## config.mk

```make
export PLATFORM = sky130hd
export DESIGN_NAME = dacc_top
export DESIGN_NICKNAME = d
export VERILOG_FILES = /design/src/include/dacc_pkg.sv /design/src/design/dacc_chan.sv /design/src/design/dacc_top.sv
export VERILOG_INCLUDE_DIRS = /design/src /design/src/include
export SDC_FILE = /design/constraint.sdc
export NUM_CORES = 1
export LEC_CHECK = 0
export BUFFER_PORTS_ARGS = -buffer_cell sky130_fd_sc_hd__buf_2
export CORE_UTILIZATION = 53
export DETAILED_ROUTE_END_ITERATION = 8
export GPL_TIMING_DRIVEN = 0
export HOLD_SLACK_MARGIN = 0.12
export PLACE_DENSITY_LB_ADDON = 0.05
export SLEW_MARGIN = 30
export SYNTH_ARGS = -nofsm -noshare
export SYNTH_HDL_FRONTEND = slang
export SYNTH_SLANG_ARGS = --single-unit
export TNS_END_PERCENT = 50
```

## constraint.sdc

```tcl
create_clock -name core_clk -period 3.4 [get_ports core_clk]
set_input_delay 0.17 -clock core_clk [delete_from_list [all_inputs] [get_ports core_clk]]
set_output_delay 0.17 -clock core_clk [all_outputs]
set_load 0.02 [all_outputs]
```

## src/include/dacc_regs.svh

```systemverilog
// register offsets, field positions, reset values and timing counts of the dac control block
// assumes a 10 MHz core clock and a byte-addressed avalon-mm slave with a 4-bit address
`ifndef DACC_REGS_SVH
`define DACC_REGS_SVH

`define DACC_CH0_DATA_OFS 4'h0
`define DACC_CH1_DATA_OFS 4'h4
`define DACC_CONTROL_OFS 4'h8
`define DACC_MSTOP_OFS 4'hC

`define DACC_CH1_OE_BIT 7
`define DACC_CH0_OE_BIT 6
`define DACC_JOINT_BIT 5
`define DACC_MSTOP_BIT 0

`define DACC_RSVD_ONES 5'h1F
`define DACC_DATA_RESET 8'h00
`define DACC_CTRL_RESET 3'h0
`define DACC_MSTOP_RESET 1'h1
`define DACC_CODE_OFF 8'h00

`define DACC_CLK_PERIOD_NS 100
`define DACC_CONV_TIME_NS 10000
`define DACC_CONV_CYCLES (`DACC_CONV_TIME_NS / `DACC_CLK_PERIOD_NS)
`define DACC_CNT_W 7

`endif

```

## src/include/dacc_pkg.sv

```systemverilog
// types shared by the dac control top and its channel module
// assumes dacc_regs.svh is on the include path
package dacc_pkg;

  typedef struct packed {
    logic ch1_output_enable;
    logic ch0_output_enable;
    logic joint_conversion_enable;
  } dacc_ctrl_type;

  typedef struct packed {
    logic conv_active;
    logic out_enable;
    logic hold;
  } dacc_chan_ctl_type;

  typedef struct packed {
    logic [7:0] code;
    logic out_enable;
    logic converting;
  } dacc_chan_out_type;

  typedef struct packed {
    logic read;
    logic write;
    logic [3:0] address;
    logic [31:0] writedata;
    logic [3:0] byteenable;
  } dacc_avs_req_type;

  typedef enum logic [1:0] {
    ST_IDLE = 2'b00,
    ST_CONVERT = 2'b01,
    ST_READY = 2'b10
  } dacc_state_type;

  // a channel converts when running and either its own enable or the joint enable is set
  function automatic logic dacc_conv_active(input logic oe, input logic joint, input logic run);
    return run & (oe | joint);
  endfunction : dacc_conv_active

endpackage : dacc_pkg

```

## src/design/dacc_chan.sv

```systemverilog
// one dac channel: conversion timer, result latch and output code register
// assumes control and data come from logic on core_clk
`timescale 1ns/1ps
`include "dacc_regs.svh"

module dacc_chan (
  input wire logic core_clk,
  input wire logic srst,
  input wire dacc_pkg::dacc_chan_ctl_type ctl,
  input wire logic [7:0] data,
  input wire logic restart,
  input wire logic flush,
  output dacc_pkg::dacc_chan_out_type out
);

  localparam logic [`DACC_CNT_W-1:0] LAST = `DACC_CNT_W'(`DACC_CONV_CYCLES - 1);

  dacc_pkg::dacc_state_type state_reg, state_next;
  logic [`DACC_CNT_W-1:0] cnt_reg, cnt_next;
  logic [7:0] code_reg, code_next;
  logic [7:0] pin_reg, pin_next;
  logic have_reg, have_next;

  wire cnt_done = (state_reg == dacc_pkg::ST_CONVERT) && (cnt_reg == LAST);

  always_comb begin
    state_next = state_reg;
    cnt_next = cnt_reg;
    code_next = code_reg;
    have_next = have_reg;
    if (ctl.hold) begin
      // standby: everything frozen so the output is retained [RQ15]
      state_next = state_reg;
    end else if (!ctl.conv_active) begin
      state_next = dacc_pkg::ST_IDLE;
      cnt_next = '0;
      have_next = 1'b0;
    end else if (restart || flush || state_reg == dacc_pkg::ST_IDLE) begin
      // data write restarts at once; old result stays until the new one [RQ11] [RQ10]
      state_next = dacc_pkg::ST_CONVERT;
      cnt_next = '0;
      if (flush) begin
        have_next = 1'b0;
      end
    end else if (cnt_done) begin
      state_next = dacc_pkg::ST_READY;
      code_next = data;
      have_next = 1'b1;
    end else if (state_reg == dacc_pkg::ST_CONVERT) begin
      cnt_next = cnt_reg + `DACC_CNT_W'(1);
    end
    // code drives the analog stage: level = code / 256 * vref [RQ12] [RQ9]
    pin_next = (ctl.out_enable && have_next) ? code_next : `DACC_CODE_OFF;
    if (ctl.hold) begin
      pin_next = pin_reg;
    end
  end

  always_ff @(posedge core_clk) begin
    if (srst) begin
      state_reg <= dacc_pkg::ST_IDLE;
      cnt_reg <= '0;
      code_reg <= `DACC_DATA_RESET;
      pin_reg <= `DACC_CODE_OFF;
      have_reg <= 1'b0;
    end else begin
      state_reg <= state_next;
      cnt_reg <= cnt_next;
      code_reg <= code_next;
      pin_reg <= pin_next;
      have_reg <= have_next;
    end
  end

  assign out.code = pin_reg;
  assign out.out_enable = ctl.out_enable;
  assign out.converting = ctl.conv_active;
endmodule : dacc_chan

```

## src/design/dacc_top.sv

```systemverilog
// dual channel 8-bit dac control: avalon-mm registers, enable decode, two channels
// assumes srst synchronous to core_clk and sw_standby driven by logic on core_clk
//
// What this block does
// RQ1: bit 7 enables channel 1 conversion and output
// RQ2: bit 6 enables channel 0 conversion and output
// RQ3: bit 5 makes both channels convert together
// RQ4: analog output enable follows only own bit
// RQ5: low five control bits read one, unwritable
// RQ6: all bits clear: nothing converts, outputs off
// RQ7: joint only: both convert, both outputs off
// RQ8: joint plus one enable: only that drives
// RQ9: result shown only after conversion time
// RQ10: output held until rewrite or disable
// RQ11: data write restarts conversion immediately
// RQ12: level is data over 256 times vref
// RQ13: clearing enable disables that analog output
// RQ14: starts stopped; registers locked until released
// RQ15: outputs retained throughout software standby
// RQ16: each channel has 8-bit read/write data
// RQ17: control writes take effect next clock edge
`timescale 1ns/1ps
`include "dacc_regs.svh"

module dacc_top (
  input wire logic core_clk,
  input wire logic srst,
  input wire logic [3:0] avs_address,
  input wire logic avs_read,
  input wire logic avs_write,
  input wire logic [31:0] avs_writedata,
  input wire logic [3:0] avs_byteenable,
  output logic [31:0] avs_readdata,
  output logic avs_waitrequest,
  input wire logic sw_standby,
  output logic [7:0] ch0_analog_out,
  output logic ch0_analog_oe,
  output logic ch0_converting,
  output logic [7:0] ch1_analog_out,
  output logic ch1_analog_oe,
  output logic ch1_converting,
  output logic module_stopped
);

  dacc_pkg::dacc_avs_req_type req;
  dacc_pkg::dacc_ctrl_type ctrl_reg, ctrl_next;
  dacc_pkg::dacc_chan_ctl_type ch_ctl [2];
  dacc_pkg::dacc_chan_out_type ch_out [2];
  logic [7:0] data_reg [2];
  logic [7:0] data_next [2];
  logic mstop_reg, mstop_next;
  logic ack_reg;
  logic [31:0] readdata_reg, rd_value;
  logic [1:0] ch_oe;
  logic [1:0] data_wr;
  logic [1:0] oe_rise;

  assign req.read = avs_read;
  assign req.write = avs_write;
  assign req.address = avs_address;
  assign req.writedata = avs_writedata;
  assign req.byteenable = avs_byteenable;

  // one wait state per access: decode in the first cycle, commit in the second
  wire req_any = req.read | req.write;
  wire commit = req_any & ack_reg;
  wire wr_commit = commit & req.write & req.byteenable[0];

  assign avs_waitrequest = req_any & ~ack_reg;
  assign avs_readdata = readdata_reg;

  // while stopped only the stop register answers; the rest reads zero [RQ14]
  wire hit_ch0 = (req.address == `DACC_CH0_DATA_OFS) & ~mstop_reg;
  wire hit_ch1 = (req.address == `DACC_CH1_DATA_OFS) & ~mstop_reg;
  wire hit_ctrl = (req.address == `DACC_CONTROL_OFS) & ~mstop_reg;
  wire hit_mstop = (req.address == `DACC_MSTOP_OFS);

  wire wr_ch0 = wr_commit & hit_ch0;
  wire wr_ch1 = wr_commit & hit_ch1;
  wire wr_ctrl = wr_commit & hit_ctrl;
  wire wr_mstop = wr_commit & hit_mstop;

  wire [7:0] ctrl_byte = {ctrl_reg.ch1_output_enable, ctrl_reg.ch0_output_enable,
                          ctrl_reg.joint_conversion_enable, `DACC_RSVD_ONES}; // [RQ5]

  always_comb begin
    if (hit_ch0) begin
      rd_value = {24'h000000, data_reg[0]};
    end else if (hit_ch1) begin
      rd_value = {24'h000000, data_reg[1]};
    end else if (hit_ctrl) begin
      rd_value = {24'h000000, ctrl_byte};
    end else if (hit_mstop) begin
      rd_value = {31'h00000000, mstop_reg};
    end else begin
      rd_value = 32'h00000000;
    end
  end

  always_ff @(posedge core_clk) begin
    if (srst) begin
      ack_reg <= 1'b0;
      readdata_reg <= 32'h00000000;
    end else begin
      ack_reg <= req_any & ~ack_reg;
      if (req.read & ~ack_reg) begin
        readdata_reg <= rd_value;
      end
    end
  end

  // reserved low bits are never stored, so writes to them vanish [RQ5]
  always_comb begin
    ctrl_next = ctrl_reg;
    if (wr_ctrl) begin
      ctrl_next.ch1_output_enable = req.writedata[`DACC_CH1_OE_BIT]; // [RQ1]
      ctrl_next.ch0_output_enable = req.writedata[`DACC_CH0_OE_BIT]; // [RQ2]
      ctrl_next.joint_conversion_enable = req.writedata[`DACC_JOINT_BIT]; // [RQ3]
    end
    mstop_next = wr_mstop ? req.writedata[`DACC_MSTOP_BIT] : mstop_reg; // [RQ14]
  end

  assign data_wr = {wr_ch1, wr_ch0};
  assign ch_oe = {ctrl_reg.ch1_output_enable, ctrl_reg.ch0_output_enable};
  assign oe_rise[0] = wr_ctrl & req.writedata[`DACC_CH0_OE_BIT] & ~ctrl_reg.ch0_output_enable;
  assign oe_rise[1] = wr_ctrl & req.writedata[`DACC_CH1_OE_BIT] & ~ctrl_reg.ch1_output_enable;

  always_ff @(posedge core_clk) begin
    if (srst) begin
      ctrl_reg <= `DACC_CTRL_RESET;
      mstop_reg <= `DACC_MSTOP_RESET;
    end else begin
      ctrl_reg <= ctrl_next; // [RQ17]
      mstop_reg <= mstop_next;
    end
  end

  genvar gi;
  generate
    for (gi = 0; gi < 2; gi++) begin : g_chan
      assign data_next[gi] = data_wr[gi] ? req.writedata[7:0] : data_reg[gi]; // [RQ16]

      always_ff @(posedge core_clk) begin
        if (srst) begin
          data_reg[gi] <= `DACC_DATA_RESET;
        end else begin
          data_reg[gi] <= data_next[gi];
        end
      end

      // joint enable widens conversion only; the output gate stays per channel
      assign ch_ctl[gi].conv_active = dacc_pkg::dacc_conv_active(ch_oe[gi],
        ctrl_reg.joint_conversion_enable, ~mstop_reg); // [RQ3] [RQ6] [RQ7] [RQ8]
      assign ch_ctl[gi].out_enable = ch_oe[gi] & ~mstop_reg; // [RQ4] [RQ13]
      assign ch_ctl[gi].hold = sw_standby; // [RQ15]

      dacc_chan u_chan (
        .core_clk(core_clk),
        .srst(srst),
        .ctl(ch_ctl[gi]),
        .data(data_reg[gi]),
        .restart(data_wr[gi]), // [RQ11]
        .flush(oe_rise[gi]), // [RQ9]
        .out(ch_out[gi])
      );
    end
  endgenerate

  assign ch0_analog_out = ch_out[0].code;
  assign ch0_analog_oe = ch_out[0].out_enable; // [RQ2]
  assign ch0_converting = ch_out[0].converting;
  assign ch1_analog_out = ch_out[1].code;
  assign ch1_analog_oe = ch_out[1].out_enable; // [RQ1]
  assign ch1_converting = ch_out[1].converting;
  assign module_stopped = mstop_reg;
endmodule : dacc_top

```

* Word level (Yosys, flattened, before mapping)
Memories as Yosys holds them, arrays and structs flattened.
Index checks and enable logic that the tools add are counted.
** Storage, ports and cells
- Output and inout port bits :: 54
- Memories :: 1
- Bits in registers :: 89
- Input bits :: 45
- Memory bits (writable) :: 16
** Memory list
- data_reg :: words 2, width 8, read ports 2, clocked after memory_dff 0, wr ports 2, line dacc_top.sv:49 : logic [7:0] data_reg [2];
** Operators by class
- Bitwise gates (word level) :: 30
- Multiplexer cells :: 45
- Equality and inequality tests :: 13
- Add/subtract/negate cells :: 2
- Reductions and logical operators :: 15
** Operators with widths (number)
- 8-bit two-way mux :: 17
- 7-bit two-way mux :: 8
- 1-bit AND :: 20
- 7-bit by 1-bit adder with 7-bit output (second input constant) :: 2
- 7-bit == test (second input constant) :: 2
- 1-bit two-way mux :: 14
- 2-bit two-way mux :: 6
- 3-bit by 1-bit inequality test with 1-bit output (second input constant) :: 4
- 4-bit == test (second input constant) :: 2
- 3-bit inequality test (second input constant) :: 2
- 3-bit AND reduction :: 2
- 1-bit inverter :: 5
- 1-bit OR :: 5
- 2-bit by 1-bit == test with 1-bit output (second input constant) :: 2
- 4-bit by 3-bit == test with 1-bit output (second input constant) :: 1
- 1-bit logical AND :: 4
- 2-bit logical NOT :: 2
- 4-bit logical NOT :: 1
- 1-bit logical OR :: 4
- 2-bit AND reduction :: 2

* Logic depth before layout (Yosys ltp)
- Depth in word-level cells :: 14
- Mapped depth :: 7
- Gate-level depth less buffers :: 5

* Modules after synthesis
A second synthesis with hierarchy kept.
** Second synthesis, totals
- Cells, all modules :: 416
- Area total of the unflattened synthesis :: 3767.4 µm²
** Modules (own cells, without submodules)
- dacc_chan :: cells each 120, area an instance 1102.3 µm², times used 2
- dacc_top :: cells each 176, area an instance 1562.7 µm², times used 1

* Worst setup path before layout
No wires, ideal clock.
- Path kind :: reg2reg
- From :: reg mstop_reg, in the netlist module_stopped
- To :: reg g_chan[0].u_chan.pin_reg[7]
- Setup slack :: 1.646 ns
- Path buffers :: 3
- Library setup time :: 0.128 ns
- Arrival time :: 1.626 ns
- Stages on the path, launching flop included :: 8
- Period minus slack after synthesis :: 1.754 ns
- Cells stage by stage :: dfxtp_1 buf_6 nand4b_4 a2111o_1 buf_6 buf_6 a211oi_2 a31oi_1
** On the way
- Cells in the longest elaborated chain, start to end :: 12
** RTL lines
- start: declaration :: line dacc_top.sv:51 : logic mstop_reg, mstop_next;
- start signal: assignment :: line dacc_top.sv:131 : mstop_reg <= `DACC_MSTOP_RESET;
- start signal: assignment :: line dacc_top.sv:134 : mstop_reg <= mstop_next;
- 1-bit inverter *
- 1-bit AND :: line dacc_top.sv:75 : wire hit_ctrl = (req.address == `DACC_CONTROL_OFS) & ~mstop_reg;
- 1-bit AND :: line dacc_top.sv:80 : wire wr_ctrl = wr_commit & hit_ctrl;
- 1-bit AND (2 in a row) :: line dacc_top.sv:125 : assign oe_rise[0] = wr_ctrl & req.writedata[`DACC_CH0_OE_BIT] & ~ctrl_reg.ch0_output_enable;
- 1-bit logical OR (2 in a row) :: line dacc_chan.sv:38 : end else if (restart || flush || state_reg == dacc_pkg::ST_IDLE) begin
- 1-bit two-way mux :: line dacc_chan.sv:38
- 1-bit two-way mux :: line dacc_chan.sv:34 : end else if (!ctl.conv_active) begin
- 1-bit two-way mux :: line dacc_chan.sv:31 : if (ctl.hold) begin
- 1-bit logical AND :: line dacc_chan.sv:53 : pin_next = (ctl.out_enable && have_next) ? code_next : `DACC_CODE_OFF;
- 8-bit two-way mux (no line) *
- end signal: assignment :: line dacc_chan.sv:64 : pin_reg <= `DACC_CODE_OFF;
- end signal: assignment :: line dacc_chan.sv:70 : pin_reg <= pin_next;
- end: declaration :: line dacc_chan.sv:21 : logic [7:0] pin_reg, pin_next;
Every way passes the cells marked *; elsewhere a longest branch is shown, timed or not.
A chain may end at the register's enable or synchronous reset.

* Worst setup path in the final report
- From :: reg g_chan[1].u_chan.cnt_reg[0]
- To :: reg g_chan[1].u_chan.pin_reg[6]
** On the way
- Cells in the longest elaborated chain, start to end :: 8
** RTL lines
- start: declaration :: line dacc_chan.sv:19 : logic [`DACC_CNT_W-1:0] cnt_reg, cnt_next;
- start signal: assignment :: line dacc_chan.sv:68 : cnt_reg <= cnt_next;
- 7-bit == test * :: line dacc_chan.sv:24 : wire cnt_done = (state_reg == dacc_pkg::ST_CONVERT) && (cnt_reg == LAST);
- 1-bit logical AND * :: line dacc_chan.sv:24
- 1-bit two-way mux :: line dacc_chan.sv:45 : end else if (cnt_done) begin
- 1-bit two-way mux :: line dacc_chan.sv:38
- 1-bit two-way mux :: line dacc_chan.sv:34
- 1-bit two-way mux :: line dacc_chan.sv:31
- 1-bit logical AND :: line dacc_chan.sv:53
- 8-bit two-way mux (no line) *
- end signal: assignment :: line dacc_chan.sv:64
- end signal: assignment :: line dacc_chan.sv:70
- end: declaration :: line dacc_chan.sv:21
Marked as above.

==> results by group <==
Outcome
  – Run status: complete, no violations

CTS
  – Hold Buf Count CTS: 9
  – CTS tree: built
  – Post-CTS setup buffer count: 0
  – Clock latency at the later pin of the worst-skew pair: 0.35 ns
  – Post_cts resized: 0
  – H-tree depth: 3
  – Root Driver: clkbuf_8
  – Inserted Clock Buffers: 9
  – Clock slew at reported path FFs: 0.08 ns
  – # clock sinks: 81
  – Max Root-Sink Buffers: 2

Layout
  – Share of post-route cells with drive strength above 1: around 23%
  – Final Util: 64.7%
  – Area delta synth->final: 18.8%
  – Ant. Diodes: 0
  – Nets: 600
  – Most frequent cells in the layout: dfxtp_1, buf_2, nor2_1, nand2_1, a21oi_1
  – Leading cell type in the layout, fill and taps excluded: dfxtp_1

Synth
  – Syn Area/Cell: 9.01 um^2
  – Top_reg_cell synth: dfxtp_1
  – Cell Area, Synth: between 4000 and 5000 um^2
  – Asr flop ratio synth: 0%
  – Total number of yosys warnings: 0
  – Register bit total from synthesis: 81
  – Post-Syn Instances: 464
  – Register area share after synthesis: between 30% and 40%
  – EDFF count, synth: 0
  – Cell variety after synth: 60

Floorplanning
  – Die area: 8250 um^2
  – Core area: 7690 um^2
  – Top-Level Pins: 99
  – Die W: around 91 um
  – Initial core utilization: 54.4%
  – Die Ht: ~90 um
  – Row cnt: 32

Timing
  – Fin Setup TNS: 0 ns
  – Final Skew: 0.0108 ns
  – Final setup violation count: 0
  – Final hold violations: 0
  – Slew Viols, Final: 0
  – Period utilisation layout: 59.3%
  – RSZ-0062 raised after global routing: no
  – Fmax achieved: 0.496 GHz
  – Slew @ Worst Pin: approximately 0.74 ns
  – Fin crit period: between 2 and 2.5 ns
  – Max-Slew Margin vs Limit: 50.3%
  – Minimum hold slack: 0.159 ns

Critical path
  – Critical path buffer and inverter count: 0
  – Crit-path leading delay family: simple AND/OR/NAND/NOR gates
  – Worst-path cell chain: ha_1, nand4b_1, nor3_4, nand3_2, a221o_1
  – WP data required: 3.64 ns
  – Slowest-stage cell, CP: dfxtp_1
  – Reg2Reg Launch Point: g_chan[1].u_chan.cnt_reg[0]
  – Worst-case reg-to-reg path depth: 5
  – Critical path class: flip-flop to flip-flop
  – Crit path max fanout: 10
  – Worst Path Arrival: around 2.3 ns
  – WP depth: 5
  – Crit path from: g_chan[1].u_chan.cnt_reg[0]
  – Worst setup EP type: flip-flop
  – Worst Setup Start Kind: flip-flop
  – Worst Setup EP: g_chan[1].u_chan.pin_reg[6]
  – Reg-to-reg endpoint: g_chan[1].u_chan.pin_reg[6]
  – R2R setup slack: 1.38 ns
  – Max stage delay on crit path: 0.39 ns

GRT
  – Global-route wire length before repair: 17100 um
  – Initial antenna violation count: 0
  – Gr usage total: 26.1%
  – Largest net degree at the start of global routing: 14
  – Vias in the first global route: 3453
  – Total gr overflow: 0

Pwr
  – Pwr/cell area: just under 400 nW/um^2
  – Power Total: 1.96 mW
  – Flop pwr share: 48.4%
  – P_sw: 0.437 mW
  – Maximum VDD drop: ~0.00023 V
  – Leakage power: 1.91 nW
  – Internal power: 1.53 mW
  – Clock power frac: 44.9%
  – Switching fraction of total power: approximately 22%
  – Combinational Power Share: under 10%

Detailed routing
  – Wire per inst: approximately 16 um
  – Vias per cell: 5.66
  – Final ANT Viol Nets: 0
  – Total wire length: about 10000 um
  – Residual DRC: 0
  – Via count: roughly 3700
  – Initial drt markers: around 190
  – First drt pass iteration count: 5

Place
  – RePlAce Congestion: 0.857
  – Post-detail-place hpwl: roughly 7400 um
  – IO buf count: 46

Hold path
  – HP Class: primary input to flip-flop

Job
  – Max_cap viols: 0
==> layout make-up <==
cell class | instances | area (um^2)
fill | 684 | 2720
multi-input combinational | 341 | 2250
sequential | 81 | 1620
buffer | 57 | 365
timing repair buffer | 55 | 320
clock buffer | 12 | 155
tap | 102 | 128
clock inverter | 4 | 98.8
inverter | 8 | 30.0
==> layer usage <==
layer	routed length (um)	global-route usage (%)	vias to the layer above	part of all wire (%)
li1	-	-	1859	-
met1	5080	35.6	1763	49
met2	4780	42.0	100	46
met3	424	3.11	15	4.1
met4	181	10.3	0	1.7
met5	0	0	-	0
==> Yosys cell counts (5+ instances only) <==
library cell	count	share of area (%)
buf_2	13	1.6
nor4_1	9	1.3
a31oi_1	11	1.6
and2_1	10	1.5
clkbuf_1	12	1.1
o31ai_1	9	1.6
nand4_1	24	3.6
nor2b_1	5	0.75
a211oi_2	8	2.4
a21oi_1	26	3.1
inv_1	8	0.72
o311ai_0	6	1.3
buf_6	6	1.6
nand3_1	6	0.72
and3_1	14	2.1
o21ai_0	20	2.4
mux2i_1	23	5.5
buf_4	24	4.3
nand2_1	28	2.5
xor2_1	8	1.7
dfxtp_1	81	39
a221o_1	8	1.9
nor2_1	45	4.0
==> cell families (layout without fill, tap and decap cells) <==
family                     Yosys count  in the layout  synth area share [%]
AOI/OAI and AO/OA                  109            109                  19.3
xor gates and xnor gates             9              9                  1.88
adders and majority gates            2              2                 0.598
buffers and inverters               65            136                  9.45
DFF                                 81             81                  38.8
muxes                               23             23                  5.50
other                                1             24                0.0897
and+or+nand+nor                    174            174                  24.4
==> power by group through the flow <==
stage | combinational [mW] | sequential (mW) | clock [mW]
global placement | 0.120 | 0.973 | 0
CTS | 0.129 | 0.950 | 0.895
finish | 0.131 | 0.950 | 0.882
global route | 0.140 | 0.951 | 0.935
detailed placement | 0.121 | 0.973 | 0
floorplan | 0.0883 | 0.973 | 0
==> metrics by stage <==
step	cell area, um^2	setup WS, ns	cells
2_1_floorplan	4270	1.65	487
3_3_place_gp	4630	1.42	635
3_5_place_dp	4630	1.40	635
4_1_cts	4970	1.39	660
5_1_grt	4970	1.21	660
6_report	4970	1.38	660
==> worst reg2reg max path, cell delays in order, from the launching register on <==
cell,delay [ns]
dfxtp_1,0.39
ha_1,0.25
nand4b_1,0.20
nor3_4,0.39
nand3_2,0.30
a221o_1,0.37
==> worst min-delay path by stage <==
stage | startpoint | end | slack (ns) | cells after the start
floorplan | avs_writedata[0] | module_stopped | 0.30 | 2
global placement | avs_writedata[1] | data_reg[0][1] | 0.42 | 3
detailed placement | avs_writedata[3] | data_reg[0][3] | 0.43 | 3
CTS | avs_write | ack_reg | 0.16 | 3
global route | avs_write | ack_reg | 0.18 | 3
finish | avs_write | ack_reg | 0.16 | 3
(Power assumes the default switching activity.)
